### config.mk
export PLATFORM = sky130hd
export DESIGN_NAME = pss_trip
export DESIGN_NICKNAME = d
export VERILOG_FILES = /design/src/pss_pkg.sv /design/src/pss_trip.sv
export VERILOG_INCLUDE_DIRS = /design/src
export SDC_FILE = /design/constraint.sdc
export NUM_CORES = 1
export LEC_CHECK = 0
export BUFFER_PORTS_ARGS = -buffer_cell sky130_fd_sc_hd__clkbuf_2
export CAP_MARGIN = 20
export CORE_UTILIZATION = 58
export DETAILED_ROUTE_END_ITERATION = 10
export GPL_TIMING_DRIVEN = 0
export HOLD_SLACK_MARGIN = 0.06
export PLACE_DENSITY = 0.81
export SLEW_MARGIN = 25
export SYNTH_ARGS = -nofsm -noshare
export SYNTH_HDL_FRONTEND = slang
export SYNTH_SLANG_ARGS = --single-unit
### constraint.sdc
create_clock -name i_ref_clk -period 3.6 [get_ports i_ref_clk]
set_input_delay 0.36 -clock i_ref_clk [delete_from_list [all_inputs] [get_ports i_ref_clk]]
set_output_delay 0.36 -clock i_ref_clk [all_outputs]
set_load 0.02 [all_outputs]
### src/pss_cfg.svh
// pss_cfg.svh: offsets, field positions, reset values and timing counts of the pole-slip trip block
// assumes inclusion from the top module only
`ifndef PSS_CFG_SVH
`define PSS_CFG_SVH
`define PSS_CLK_HZ 40000000
`define PSS_TICK_MS 1
`define PSS_MS_CYC (`PSS_CLK_HZ / 1000 * `PSS_TICK_MS)
`define PSS_OFS_CTRL 8'h00
`define PSS_OFS_MIN_CUR 8'h04
`define PSS_OFS_MAX_CYC 8'h08
`define PSS_OFS_DEAD_MS 8'h0c
`define PSS_OFS_PULSE_MS 8'h10
`define PSS_OFS_STATUS 8'h14
`define PSS_OFS_IRQ_STAT 8'h18
`define PSS_OFS_IRQ_MASK 8'h1c
`define PSS_CTRL_ON_BIT 0
`define PSS_IRQ_START_BIT 0
`define PSS_IRQ_TRIP_BIT 1
`define PSS_MIN_CUR_LO 8'h0a
`define PSS_MIN_CUR_HI 8'h1e
`define PSS_MAX_CYC_LO 4'h1
`define PSS_MAX_CYC_HI 4'ha
`define PSS_DEAD_LO 16'h03e8
`define PSS_DEAD_HI 16'hea60
`define PSS_PULSE_LO 16'h0001
`define PSS_RST_MIN_CUR 8'h0a
`define PSS_RST_MAX_CYC 4'h1
`define PSS_RST_DEAD_MS 16'h03e8
`define PSS_RST_PULSE_MS 16'h0064
`endif

### src/pss_pkg.sv
// pss_pkg.sv: types shared by the pole-slip trip block
// assumes pss_cfg.svh on the include path
package pss_pkg;
   typedef enum logic [1:0] {
      LS_OUT = 2'b00,
      LS_IN = 2'b01,
      LS_DEAD = 2'b10
   } pss_loop_state_t;
   typedef struct packed {
      logic psel;
      logic penable;
      logic pwrite;
      logic [7:0] paddr;
      logic [31:0] pwdata;
   } pss_apb_req_t;
   typedef struct packed {
      logic [2:0] in_zone;
      logic [2:0] r_neg;
   } pss_zone_t;
   typedef struct packed {
      logic [15:0] pos_seq;
      logic [15:0] neg_seq;
      logic [2:0][15:0] phase_mag;
   } pss_meas_t;
endpackage

### src/pss_trip.sv
// pss_trip.sv: pole-slip counting per loop, current condition, start/trip decision, apb registers
// assumes zone, sign, current and block inputs come from logic on i_ref_clk
//
// The address map and the APB register port are this design's own decisions.
`include "pss_cfg.svh"
// Function
// [RL1] trip only when at least two of three loop slip flags are set, enabled and not blocked.
// [RL2] an off/on operation setting; when off neither start nor trip may assert.
// [RL3] the block input, while high, inhibits the function so no trip is produced.
// [RL4] trip is a pulse whose length comes from a setting, not from the detection condition.
// [RL5] the dead-time setting in 1 ms steps up to 60000 ms bounds the wait for the next revolution.
// [RL6] start status and trip command are outputs of the block.
// [RL7] operation needs positive-sequence current above the minimum-current threshold.
// [RL8] operation also needs negative-sequence current below one sixth of that threshold.
// [RL9] the minimum-current threshold is an integer setting in steps of 1.
// [RL10] the current stage gives one sufficiency flag per phase.
// [RL11] on zone entry the resistive sign is stored and a slip counts only if it reversed at exit.
// [RL12] an opposite-side exit starts the dead timer and the next entry must come before it runs out.
// [RL13] a cycle-number setting gives how many revolutions set a loop's slip flag.
// [RL14] dead-time expiry without re-entry clears the loop count and its slip flag.
// [RL15] start asserts when any loop has a slip, currents are fine, enabled and unblocked.
module pss_trip
   import pss_pkg::*;
#(
   parameter int P_MS_CYC = `PSS_MS_CYC
) (
   input wire logic i_ref_clk,
   input wire logic i_reset,
   input wire pss_apb_req_t i_apb,
   input wire pss_zone_t i_zone,
   input wire pss_meas_t i_meas,
   input wire logic i_block,
   output logic [31:0] o_prdata,
   output logic o_pready,
   output logic o_pslverr,
   output logic o_start,
   output logic o_trip,
   output logic o_irq,
   output logic [2:0] o_slip_flag,
   output logic [2:0] o_current_ok
);
   logic op_on_q, op_on_d;
   logic [7:0] min_cur_q, min_cur_d;
   logic [3:0] max_cyc_q, max_cyc_d;
   logic [15:0] dead_q, dead_d, pulse_q, pulse_d;
   logic [1:0] ist_q, ist_d, imask_q, imask_d;
   logic [31:0] prdata_q, prdata_d;
   logic pready_q, pready_d, pslverr_q, pslverr_d, irq_q, irq_d;
   logic [15:0] pre_q, pre_d;
   logic tick_q, tick_d;
   logic [2:0] cur_ok_q, cur_ok_d;
   logic [2:0] slip_w, any_w;
   logic [15:0] tcnt_q, tcnt_d;
   logic trip_q, trip_d, start_q, start_d, cond_q, cond_d;
   logic two_w, en_w, cond_w, start_w;
   logic acc_w, wr_w;

   // apb access phase; one wait state so every answer leaves a flop
   assign acc_w = i_apb.psel && i_apb.penable && !pready_q;
   assign wr_w = acc_w && i_apb.pwrite;

   // register file, reads and writes; writes clamp settings into their legal range
   always_comb begin
      op_on_d = op_on_q;
      min_cur_d = min_cur_q;
      max_cyc_d = max_cyc_q;
      dead_d = dead_q;
      pulse_d = pulse_q;
      imask_d = imask_q;
      prdata_d = prdata_q;
      pslverr_d = 1'b0;
      pready_d = acc_w;
      // events set, write one clears; set wins over the clear
      ist_d = ist_q;
      if (wr_w && i_apb.paddr == `PSS_OFS_IRQ_STAT) ist_d = ist_q & ~i_apb.pwdata[1:0];
      if (start_w && !start_q) ist_d[`PSS_IRQ_START_BIT] = 1'b1;
      if (trip_d && !trip_q) ist_d[`PSS_IRQ_TRIP_BIT] = 1'b1;
      if (acc_w) begin
         prdata_d = 32'h0000_0000;
         unique case (i_apb.paddr)
            `PSS_OFS_CTRL: begin
               prdata_d[`PSS_CTRL_ON_BIT] = op_on_q;
               if (wr_w) op_on_d = i_apb.pwdata[`PSS_CTRL_ON_BIT]; // RL2
            end
            `PSS_OFS_MIN_CUR: begin
               prdata_d[7:0] = min_cur_q;
               if (wr_w) begin
                  // integer threshold, one count per step
                  min_cur_d = i_apb.pwdata[7:0]; // RL9
                  if (i_apb.pwdata[31:0] < 32'(`PSS_MIN_CUR_LO)) min_cur_d = `PSS_MIN_CUR_LO;
                  if (i_apb.pwdata[31:0] > 32'(`PSS_MIN_CUR_HI)) min_cur_d = `PSS_MIN_CUR_HI;
               end
            end
            `PSS_OFS_MAX_CYC: begin
               prdata_d[3:0] = max_cyc_q;
               if (wr_w) begin
                  max_cyc_d = i_apb.pwdata[3:0]; // RL13
                  if (i_apb.pwdata[31:0] < 32'(`PSS_MAX_CYC_LO)) max_cyc_d = `PSS_MAX_CYC_LO;
                  if (i_apb.pwdata[31:0] > 32'(`PSS_MAX_CYC_HI)) max_cyc_d = `PSS_MAX_CYC_HI;
               end
            end
            `PSS_OFS_DEAD_MS: begin
               prdata_d[15:0] = dead_q;
               if (wr_w) begin
                  dead_d = i_apb.pwdata[15:0]; // RL5
                  if (i_apb.pwdata[31:0] < 32'(`PSS_DEAD_LO)) dead_d = `PSS_DEAD_LO;
                  if (i_apb.pwdata[31:0] > 32'(`PSS_DEAD_HI)) dead_d = `PSS_DEAD_HI;
               end
            end
            `PSS_OFS_PULSE_MS: begin
               prdata_d[15:0] = pulse_q;
               if (wr_w) begin
                  pulse_d = i_apb.pwdata[15:0]; // RL4
                  if (i_apb.pwdata[31:16] != 16'h0000) pulse_d = 16'hffff;
                  if (i_apb.pwdata[31:0] == 32'h0000_0000) pulse_d = `PSS_PULSE_LO;
               end
            end
            `PSS_OFS_STATUS: prdata_d[10:0] = {cur_ok_q, slip_w, any_w, trip_q, start_q};
            `PSS_OFS_IRQ_STAT: prdata_d[1:0] = ist_q;
            `PSS_OFS_IRQ_MASK: begin
               prdata_d[1:0] = imask_q;
               if (wr_w) imask_d = i_apb.pwdata[1:0];
            end
            default: pslverr_d = 1'b1;
         endcase
      end
      irq_d = |(ist_d & imask_d);
   end

   always_ff @(posedge i_ref_clk) begin
      if (i_reset) begin
         op_on_q <= 1'b0;
         min_cur_q <= `PSS_RST_MIN_CUR;
         max_cyc_q <= `PSS_RST_MAX_CYC;
         dead_q <= `PSS_RST_DEAD_MS;
         pulse_q <= `PSS_RST_PULSE_MS;
         ist_q <= 2'h0;
         imask_q <= 2'h0;
         prdata_q <= 32'h0000_0000;
         pready_q <= 1'b0;
         pslverr_q <= 1'b0;
         irq_q <= 1'b0;
      end else begin
         op_on_q <= op_on_d;
         min_cur_q <= min_cur_d;
         max_cyc_q <= max_cyc_d;
         dead_q <= dead_d;
         pulse_q <= pulse_d;
         ist_q <= ist_d;
         imask_q <= imask_d;
         prdata_q <= prdata_d;
         pready_q <= pready_d;
         pslverr_q <= pslverr_d;
         irq_q <= irq_d;
      end
   end

   // millisecond tick shared by dead timers and trip pulse
   always_comb begin
      pre_d = pre_q + 16'h0001;
      tick_d = 1'b0;
      if (pre_q >= 16'(P_MS_CYC - 1)) begin
         pre_d = 16'h0000;
         tick_d = 1'b1;
      end
   end

   // current condition per phase; the 6x product avoids a divider
   always_comb begin
      for (int p = 0; p < 3; p++) begin
         cur_ok_d[p] = op_on_q && (i_meas.phase_mag[p] > {8'h00, min_cur_q}) // RL10
                       && (i_meas.pos_seq > {8'h00, min_cur_q}) // RL7
                       && (({3'b000, i_meas.neg_seq} * 19'd6) < {11'h000, min_cur_q}); // RL8
      end
   end

   always_ff @(posedge i_ref_clk) begin
      if (i_reset) begin
         pre_q <= 16'h0000;
         tick_q <= 1'b0;
         cur_ok_q <= 3'b000;
      end else begin
         pre_q <= pre_d;
         tick_q <= tick_d;
         cur_ok_q <= cur_ok_d;
      end
   end

   // one revolution counter per phase-to-phase loop
   genvar g;
   for (g = 0; g < 3; g++) begin : g_loop
      pss_loop_state_t st_q, st_d;
      logic sign_q, sign_d, flag_q, flag_d;
      logic [3:0] cnt_q, cnt_d;
      logic [15:0] tmr_q, tmr_d;
      always_comb begin
         st_d = st_q;
         sign_d = sign_q;
         flag_d = flag_q;
         cnt_d = cnt_q;
         tmr_d = tmr_q;
         unique case (st_q)
            LS_OUT: begin
               if (i_zone.in_zone[g]) begin
                  sign_d = i_zone.r_neg[g]; // RL11
                  st_d = LS_IN;
               end
            end
            LS_IN: begin
               if (!i_zone.in_zone[g]) begin
                  if (i_zone.r_neg[g] != sign_q) begin
                     // slip counted; saturate so the flag cannot wrap off
                     if (cnt_q != 4'hf) cnt_d = cnt_q + 4'h1; // RL11
                     if (cnt_q + 4'h1 >= max_cyc_q) flag_d = 1'b1; // RL13
                     tmr_d = dead_q; // RL5 RL12
                     st_d = LS_DEAD;
                  end else begin
                     // swing turned back on the entry side, stable
                     cnt_d = 4'h0;
                     flag_d = 1'b0;
                     st_d = LS_OUT;
                  end
               end
            end
            LS_DEAD: begin
               if (i_zone.in_zone[g]) begin
                  sign_d = i_zone.r_neg[g]; // RL12
                  st_d = LS_IN;
               end else if (tick_q) begin
                  if (tmr_q <= 16'h0001) begin
                     cnt_d = 4'h0; // RL14
                     flag_d = 1'b0;
                     tmr_d = 16'h0000;
                     st_d = LS_OUT;
                  end else begin
                     tmr_d = tmr_q - 16'h0001;
                  end
               end
            end
            default: st_d = LS_OUT;
         endcase
         // disabled function forgets all history
         if (!op_on_q) begin
            st_d = LS_OUT;
            cnt_d = 4'h0;
            flag_d = 1'b0;
         end
      end
      always_ff @(posedge i_ref_clk) begin
         if (i_reset) begin
            st_q <= LS_OUT;
            sign_q <= 1'b0;
            flag_q <= 1'b0;
            cnt_q <= 4'h0;
            tmr_q <= 16'h0000;
         end else begin
            st_q <= st_d;
            sign_q <= sign_d;
            flag_q <= flag_d;
            cnt_q <= cnt_d;
            tmr_q <= tmr_d;
         end
      end
      assign slip_w[g] = flag_q;
      assign any_w[g] = (cnt_q != 4'h0);
      AST_DEAD_LOAD: assert property (@(posedge i_ref_clk) disable iff (i_reset) // RL12
         (st_q == LS_IN && !i_zone.in_zone[g] && i_zone.r_neg[g] != sign_q && op_on_q) |=> (tmr_q == $past(dead_q)))
         else $error("dead timer not loaded on opposite exit");
      AST_SAME_SIDE: assert property (@(posedge i_ref_clk) disable iff (i_reset) // RL11
         (st_q == LS_IN && !i_zone.in_zone[g] && i_zone.r_neg[g] == sign_q) |=> (cnt_q == 4'h0 && !flag_q))
         else $error("same side exit counted as slip");
      AST_FLAG_COUNT: assert property (@(posedge i_ref_clk) disable iff (i_reset) // RL13
         $rose(flag_q) |-> (cnt_q >= max_cyc_q))
         else $error("slip flag set below cycle number");
      AST_EXPIRE: assert property (@(posedge i_ref_clk) disable iff (i_reset) // RL14
         (st_q == LS_DEAD && tick_q && tmr_q == 16'h0001 && !i_zone.in_zone[g]) |=> (!flag_q && cnt_q == 4'h0))
         else $error("loop not cleared on dead time expiry");
   end

   // two of three vote, gated by operation, block and currents
   assign two_w = (slip_w[0] && slip_w[1]) || (slip_w[1] && slip_w[2]) || (slip_w[2] && slip_w[0]); // RL1
   assign en_w = op_on_q && !i_block && (&cur_ok_q); // RL2 RL3
   assign cond_w = two_w && en_w; // RL1
   assign start_w = (|any_w) && en_w; // RL15

   // trip pulse of set length, started only when the gated vote cond_w rises
   always_comb begin
      cond_d = cond_w;
      start_d = start_w;
      trip_d = trip_q;
      tcnt_d = tcnt_q;
      if (!en_w) begin
         trip_d = 1'b0; // RL3
         tcnt_d = 16'h0000;
      end else if (cond_w && !cond_q) begin
         trip_d = 1'b1; // RL4
         tcnt_d = pulse_q;
      end else if (trip_q && tick_q) begin
         if (tcnt_q <= 16'h0001) begin
            trip_d = 1'b0;
            tcnt_d = 16'h0000;
         end else begin
            tcnt_d = tcnt_q - 16'h0001;
         end
      end
   end

   always_ff @(posedge i_ref_clk) begin
      if (i_reset) begin
         cond_q <= 1'b0;
         start_q <= 1'b0;
         trip_q <= 1'b0;
         tcnt_q <= 16'h0000;
      end else begin
         cond_q <= cond_d;
         start_q <= start_d;
         trip_q <= trip_d;
         tcnt_q <= tcnt_d;
      end
   end

   // outputs straight from flops
   assign o_start = start_q; // RL6
   assign o_trip = trip_q; // RL6
   assign o_irq = irq_q;
   assign o_slip_flag = slip_w;
   assign o_current_ok = cur_ok_q;
   assign o_prdata = prdata_q;
   assign o_pready = pready_q;
   assign o_pslverr = pslverr_q;

   AST_TRIP_VOTE: assert property (@(posedge i_ref_clk) disable iff (i_reset) // RL1
      $rose(trip_q) |-> $past(two_w && en_w))
      else $error("trip without two loop vote");
   AST_OFF_QUIET: assert property (@(posedge i_ref_clk) disable iff (i_reset) // RL2
      !op_on_q |=> (!trip_q && !start_q))
      else $error("output while function off");
   AST_BLOCK: assert property (@(posedge i_ref_clk) disable iff (i_reset) // RL3
      i_block |=> !trip_q)
      else $error("trip while blocked");
   AST_PULSE_LOAD: assert property (@(posedge i_ref_clk) disable iff (i_reset) // RL4
      $rose(trip_q) |-> (tcnt_q == $past(pulse_q)))
      else $error("trip pulse length not loaded");
   AST_PULSE_HOLD: assert property (@(posedge i_ref_clk) disable iff (i_reset) // RL4
      (trip_q && !tick_q && en_w) |=> trip_q)
      else $error("trip dropped before pulse end");
   AST_START: assert property (@(posedge i_ref_clk) disable iff (i_reset) // RL15
      start_q |-> $past(op_on_q && !i_block && (|any_w)))
      else $error("start without slip or enable");
   AST_CUR_POS: assert property (@(posedge i_ref_clk) disable iff (i_reset) // RL7
      cur_ok_q[0] |-> $past(i_meas.pos_seq > {8'h00, min_cur_q}))
      else $error("current ok with low positive sequence");
   AST_CUR_NEG: assert property (@(posedge i_ref_clk) disable iff (i_reset) // RL8
      cur_ok_q[1] |-> $past(({3'b000, i_meas.neg_seq} * 19'd6) < {11'h000, min_cur_q}))
      else $error("current ok with high negative sequence");
endmodule // pss_trip

==> run_results.csv, run 1 <==
group,metric,value,unit
critical_path,rr_worst_depth,9,
logic_synthesis,yosysSeqAreaShare,31.9,%
critical_path,critical_path.startpoint,"i_meas[49]",
run,maxCapViolations,0,
timing,finalCritPeriodShare,84.5,%
logic_synthesis,synthTopCellsByArea,"dfxtp_1, ha_1, nor2_1",
drt,first_iter_violations,1232,
logic_synthesis,synth_top_area_share,31.9,%
pwr,seq_power_share,46.1,%
cells_and_area,num_antenna_cells,0,
drt,wirelength,34300,µm
pwr,pwr-share-comb,10.7,%
run_status,status,"complete, no violations",
logic_synthesis,async_flop_share,0,%
timing,final_hold_viol_count,0,
drt,wl_per_cell,18.2,µm
cts,insertion_delay,0.44,ns
placed_design,dpl_worst_slack,0.121,ns
cts,cts_hold_buf,0,
logic_synthesis,syn_area,11200,µm²
logic_synthesis,yosysTopAreaCell,"dfxtp_1",
cells_and_area,final_area,13000,µm²
pwr,p_int,3.24,mW
critical_path,r2r_slack,0.73,ns
drt,final_antenna_net_count,0,
cts,cts_buffers,17,
drt,drc,0,
critical_path,worstPathArrival,3.40,ns
cells_and_area,multi_input_area,7080,µm²
cells_and_area,nNetsFinal,1831,
pwr,finalPower,4.33,mW
cts,ctsResizeCount,0,
timing,max_freq,329,MHz
floorplanning,dieArea,19900,µm²
cells_and_area,syn_to_final_growth,15.4,%
grt,grt_pass1_vias,10607,
pwr,switching_share,25.3,%
pwr,vdd_drop_max,0.309,mV
timing,rsz0062_at_grt,"false",
timing,worst_slew_pin_slew,1.05,ns
cells_and_area,fin_cells,1889,
pwr,power_leakage,5.21,nW
logic_synthesis,synth_most_common_cell,"dfxtp_1",
placed_design,dpl.hpwl,26000,µm
pwr,switchingPower,1.10,mW
cells_and_area,drive_gt1_share,14.9,%
cts,htreeDepth,4,
timing,fin_worst_skew,0.00888,ns
timing,min_period,3.04,ns
cells_and_area,fillers,1596,
logic_synthesis,avgSynthCellArea,7.85,µm²
critical_path,worstSetupPathType,"input pin to register",
logic_synthesis,synth-warning-count,0,
timing,setup_viol,0,
timing,slew_violations,0,
drt,vias,11730,
cts,cts-root-buf,"clkbuf_16",
logic_synthesis,syn_inst,1430,
grt,grt-ovfl-total,0,
floorplanning,die-width,141,µm
critical_path,rr_startpoint,"g_loop[0].tmr_q[2]$_SDFFE_PP0P_",
critical_path,cp-endpoint,"o_current_ok[1]$_SDFF_PP0_",
cts,post_cts_buffers,0,
placed_design,io_buffers,152,
placed_design,place_area,12400,µm²
floorplanning,fp-row-count,50,
logic_synthesis,ys_ff_latch,179,
logic_synthesis,synth_cell_types,81,
timing,tns,0,ns
critical_path,r2r-end,"g_loop[0].tmr_q[3]$_SDFFE_PP0P_",
critical_path,required,3.96,ns
critical_path,cp-start-kind,"input pin",
grt,grt_max_degree,17,
pwr,power_frac_clock,43.2,%
drt,routed_via_density,6.21,
min_path,min_path_type,"input pin to register",
logic_synthesis,synth_commonest_cells,"dfxtp_1, nor2_1, nand2_1",
placed_design,place.gp.congestion,0.978,
floorplanning,core_area,18800,µm²
timing,worst_slack,0.559,ns
cts,clkSlewWorstSetupHoldPaths,0.06,ns
cts,cts_tree,"built",
pwr,cellPowerDensity,334,nW/µm²
logic_synthesis,synth_edf_count,0,
critical_path,end_kind,"register",
cts,ctsLongestPathBuffers,2,
logic_synthesis,yosys_most_used_dff,"dfxtp_1",
critical_path,worst-path-max-fanout,3,
cts,cts_sinks,179,
grt,antenna_found_initial,0,
placed_design,dp.cells,1857,
floorplanning,die_h,141,µm
timing,relSlewSlack,29.2,%
grt,grt_pass1_wl,54600,µm
drt,drt_first_pass_iters,6,
floorplanning,initial_core_util,59.6,%
floorplanning,io_pins,175,
cells_and_area,regArea,3580,µm²
grt,grtUsageTotal,34.7,%
## through the flow
| stage | util (%) | hold WS (ns) |
|---|---|---|
| 2_1_floorplan | - | 0.426 |
| 3_3_place_gp | 65.7 | 0.440 |
| 3_5_place_dp | 65.7 | 0.450 |
| 4_1_cts | 68.8 | 0.144 |
| 5_1_grt | 68.8 | 0.151 |
| 6_report | 68.8 | 0.142 |
## cells in the final DEF (no fill, tap or decap), types with 19 or more instances in the layout
cell / netlist / final
a211oi_1: 25 / 25
a21oi_1: 103 / 103
a22oi_1: 33 / 33
and3_1: 19 / 19
buf_4: 22 / 22
clkbuf_1: 57 / 57
clkbuf_2: 0 / 152
dfxtp_1: 179 / 179
ha_1: 82 / 82
inv_1: 52 / 52
nand2_1: 113 / 113
nand2b_1: 25 / 25
nand3_1: 32 / 32
nand4_1: 24 / 24
nor2_1: 175 / 175
nor2b_1: 21 / 21
nor3_1: 74 / 74
nor4_1: 27 / 27
o21ai_0: 102 / 102
xnor2_1: 21 / 21
xor2_1: 21 / 21
## state kept, by name, indices dropped and copies added, names as in the netlist, 3 cells and up
register,cells
o_current_ok,3
g_loop.sign_q,3
min_cur_q,8
pre_q,16
pulse_q,16
g_loop.tmr_q,48
max_cyc_q,4
g_loop.flag_q,3
o_prdata,16
g_loop.cnt_q,12
g_loop.st_q,6
tcnt_q,16
dead_q,16
## power by group through the flow
stage,logic [mW],clock network (mW),registers (mW)
after global routing,0.507,1.95,2.00
after global placement,0.444,0,2.04
final,0.463,1.87,2.00
after detailed placement,0.451,0,2.04
after CTS,0.454,1.87,2.00
after floorplan,0.272,0,2.05
## worst max-delay path: stages
cell and delay [ns]:
clkbuf_2 0.11, ha_1 0.18, inv_1 0.06, fa_1 0.39, nand2b_1 0.18, nand2b_1 0.07
a21oi_1 0.08, xnor2_1 0.18, ha_1 0.28, and3_1 0.17, nand3_1 0.07, a21oi_1 0.06
a2111o_1 0.38, a2111o_1 0.27, nand4b_1 0.30, a31oi_1 0.25
## worst min path at each step
| stage | start | cells past startpoint | to |
|---|---|---|---|
| after floorplan | pre_q[0]$_SDFF_PP0_ | 1 | pre_q[0]$_SDFF_PP0_ |
| after global placement | pre_q[0]$_SDFF_PP0_ | 1 | pre_q[0]$_SDFF_PP0_ |
| after detailed placement | pre_q[0]$_SDFF_PP0_ | 1 | pre_q[0]$_SDFF_PP0_ |
| after CTS | i_zone[5] | 2 | g_loop[2].st_q[1]$_SDFFE_PP0P_ |
| after global routing | i_zone[5] | 2 | g_loop[2].st_q[1]$_SDFFE_PP0P_ |
| final | i_zone[5] | 2 | g_loop[2].st_q[1]$_SDFFE_PP0P_ |
## metal layers
layer	part of all wire, %	vias up	global-route usage, %
met4	3.8	0	13.7
met1	42	5399	45.8
met2	44	613	54.9
li1	-	5598	-
met3	10	120	7.44
met5	0	-	0
## layout make-up
class / instances / share of cell area [%]
sequential: 179 / 27.7
buffer: 88 / 3.27
inverter: 52 / 1.51
tap: 260 / 2.51
clock inverter: 13 / 1.02
clock buffer: 19 / 3.50
timing repair buffer: 152 / 5.87
multi-input combinational: 1126 / 54.7
## cells by family (layout without fill, tap and decap cells)
| logic type | count (synthesis) | in the layout | synth area share [%] |
|---|---|---|---|
| other | 1 | 16 | 0.0334 |
| AO/OA/AOI/OAI | 403 | 403 | 23.6 |
| adder cells (fa/ha/maj) | 84 | 84 | 9.41 |
| multiplexers | 17 | 17 | 1.55 |
| flip-flops | 179 | 179 | 31.9 |
| XOR/XNOR | 42 | 42 | 3.28 |
| buffers and inverters | 140 | 324 | 5.52 |
| AND/OR/NAND/NOR | 564 | 564 | 24.7 |
Power figures use the tool's default switching activity.
==> run 2: changes to the inputs <==
--- a/config.mk
+++ b/config.mk
@@ -8,11 +8,11 @@
 export LEC_CHECK = 0
 export BUFFER_PORTS_ARGS = -buffer_cell sky130_fd_sc_hd__clkbuf_2
 export CAP_MARGIN = 20
-export CORE_UTILIZATION = 58
+export CORE_UTILIZATION = 52
 export DETAILED_ROUTE_END_ITERATION = 10
 export GPL_TIMING_DRIVEN = 0
 export HOLD_SLACK_MARGIN = 0.06
-export PLACE_DENSITY = 0.81
+export PLACE_DENSITY = 0.77
 export SLEW_MARGIN = 25
 export SYNTH_ARGS = -nofsm -noshare
 export SYNTH_HDL_FRONTEND = slang
==> constraint.sdc (replaced) <==
create_clock -name i_ref_clk -period 2.64 [get_ports i_ref_clk]
set_input_delay 0.264 -clock i_ref_clk [delete_from_list [all_inputs] [get_ports i_ref_clk]]
set_output_delay 0.264 -clock i_ref_clk [all_outputs]
set_load 0.02 [all_outputs]
==> run_results.csv, run 2 (synthesized netlist as in run 1, its figures left out) <==
group,metric,value,unit
timing,hold_slack,0.0636,ns
timing,min_period,2.69,ns
cts,cts_tree,"built",
floorplanning,core_area,21100,µm²
grt,grt_pass1_wl,56800,µm
pwr,p_int,4.33,mW
cells_and_area,largest_reg_flops,48,
critical_path,rr_startpoint,"op_on_q$_SDFFE_PP0P_",
critical_path,worstSetupPathType,"input pin to register",
timing,fin_worst_skew,0.0128,ns
pwr,vdd_drop_max,0.320,mV
drt,wirelength,35300,µm
grt,grt_pass1_vias,10822,
pwr,pwr-share-comb,11.0,%
drt,drt_first_pass_iters,8,
floorplanning,io_pins,175,
cts,clkSlewWorstSetupHoldPaths,0.08,ns
drt,first_iter_violations,1372,
cts,htreeDepth,4,
cells_and_area,layout.cells.most_common_list,"dfxtp_1, nor2_1, clkbuf_2",
critical_path,crit_path_frequent_cell,"nand2b_4",
cells_and_area,drive_gt1_share,17.1,%
drt,vias,11835,
run,maxCapViolations,0,
timing,rsz0062_at_grt,"true",
timing,setup_viol,3,
critical_path,r2r-end,"o_current_ok[0]$_SDFF_PP0_",
pwr,power_leakage,5.31,nW
pwr,seq_power_share,45.8,%
floorplanning,fp-row-count,53,
floorplanning,initial_core_util,53.2,%
grt,grt-ovfl-total,0,
grt,grtUsageTotal,32.3,%
placed_design,place.gp.congestion,0.988,
placed_design,dpl.hpwl,26300,µm
timing,final_hold_viol_count,0,
cells_and_area,final_common_cell,"dfxtp_1",
cells_and_area,fin_cells,1911,
cells_and_area,num_antenna_cells,0,
critical_path,end_kind,"register",
cts,ctsLongestPathBuffers,2,
drt,routed_via_density,6.19,
run_status,violations,"setup timing",
critical_path,rr_worst_depth,8,
critical_path,worst-path-max-fanout,3,
critical_path,worstPathArrival,3.04,ns
timing,slew_violations,0,
cells_and_area,regMostFlops,"g_loop.tmr_q",
critical_path,cp-endpoint,"o_current_ok[0]$_SDFF_PP0_",
timing,worst_slack,-0.0497,ns
critical_path,path_cells,"buf_8 -> ha_4 -> inv_2 -> fa_2 -> nand2b_4 -> nand2b_4 -> a21oi_2 -> xnor2_1 -> ha_1 -> a21oi_1 -> o21ai_1 -> a221o_1 -> a2111o_1 -> nand4b_1 -> a31oi_1",
pwr,finalPower,5.95,mW
drt,wl_per_cell,18.5,µm
min_path,min_from,"i_zone[5]",
critical_path,r2r_slack,0,ns
critical_path,max_stage_delay,0.39,ns
floorplanning,dieArea,22200,µm²
timing,finalCritPeriodShare,102,%
critical_path,critPathSlowestCell,"a2111o_1",
critical_path,critical_path.startpoint,"i_meas[49]",
cts,cts-root-buf,"clkbuf_16",
grt,grt_max_degree,19,
critical_path,cp-start-kind,"input pin",
cts,cts_buffers,17,
placed_design,dp.cells,1872,
run_status,status,"complete, but fails checks",
pwr,cellPowerDensity,449,nW/µm²
drt,final_antenna_net_count,0,
floorplanning,die_h,149,µm
min_path,min_path_type,"input pin to register",
pwr,power_frac_clock,43.2,%
floorplanning,die-width,149,µm
pwr,switching_share,27.3,%
cts,cts_sinks,179,
drt,drc,0,
cells_and_area,syn_to_final_growth,18.1,%
cts,insertion_delay,0.44,ns
cells_and_area,nNetsFinal,1838,
timing,worst_slew_pin_slew,0.752,ns
timing,relSlewSlack,49.9,%
timing,max_freq,372,MHz
pwr,switchingPower,1.62,mW
grt,antenna_found_initial,0,
critical_path,required,2.99,ns
placed_design,io_buffers,152,
run 2: stage by stage:
stage | cell area (µm²) | setup slack [ns] | TNS (ns) | utilization, %
2_1_floorplan | 11300 | -0.0804 | -0.241 | -
3_3_place_gp | 12400 | -0.575 | -8.44 | 58.9
3_5_place_dp | 12400 | -0.636 | -9.76 | 58.9
4_1_cts | 13100 | -0.0515 | -0.0666 | 62.2
5_1_grt | 13300 | -0.206 | -0.508 | 62.9
6_report | 13300 | -0.0497 | -0.0619 | 62.9
run 2: worst min-delay path by stage:
stage                                       end  cells past startpoint
2_1_floorplan    g_loop[2].st_q[1]$_SDFFE_PP0P_                      1
3_3_place_gp                pre_q[0]$_SDFF_PP0_                      1
3_5_place_dp   g_loop[1].tmr_q[14]$_SDFFE_PP0P_                      2
4_1_cts          g_loop[2].st_q[1]$_SDFFE_PP0P_                      2
5_1_grt          g_loop[2].st_q[1]$_SDFFE_PP0P_                      2
6_report         g_loop[2].st_q[1]$_SDFFE_PP0P_                      2
run 2: cell type report:
cell class	count	area, µm²
clock inverter	15	165
timing repair buffer	162	856
sequential	179	3590
clock buffer	17	425
fill	1876	7830
inverter	52	195
multi-input combinational	1126	7260
tap	275	344
buffer	85	427
run 2: critical path: cells and delay by family:
family / cells / cell delay [ns]
and+or+nand+nor: 3 / 0.55
xor gates and xnor gates: 1 / 0.12
buffers and inverters: 2 / 0.12
AOI/OAI and AO/OA: 6 / 1.21
adders and majority gates: 3 / 0.76
run 2: repair_timing:
| item | 4_1_cts | 5_1_grt |
|---|---|---|
| hold buffers | 0 | 0 |
| setup buffers | 4 | 6 |
| pin swaps | 4 | 7 |
| endpoints found under the setup margin | 28 | 54 |
| resized for setup | 17 | 28 |
run 2: power groups by stage:
| stage | combinational [mW] | sequential (mW) | clock [mW] |
|---|---|---|---|
| final | 0.656 | 2.73 | 2.57 |
| after global routing | 0.722 | 2.73 | 2.69 |
| after CTS | 0.639 | 2.73 | 2.58 |
| after detailed placement | 0.625 | 2.79 | 0 |
| after global placement | 0.611 | 2.79 | 0 |
| after floorplan | 0.378 | 2.80 | 0 |
run 2: metal layers:
| layer | routed length, µm | global-route usage (%) | up-vias |
|---|---|---|---|
| met3 | 3540 | 7.52 | 114 |
| met2 | 15600 | 51.5 | 627 |
| met5 | 0 | 0 | - |
| met4 | 1240 | 11.2 | 0 |
| met1 | 14900 | 42.6 | 5472 |
| li1 | - | - | 5622 |
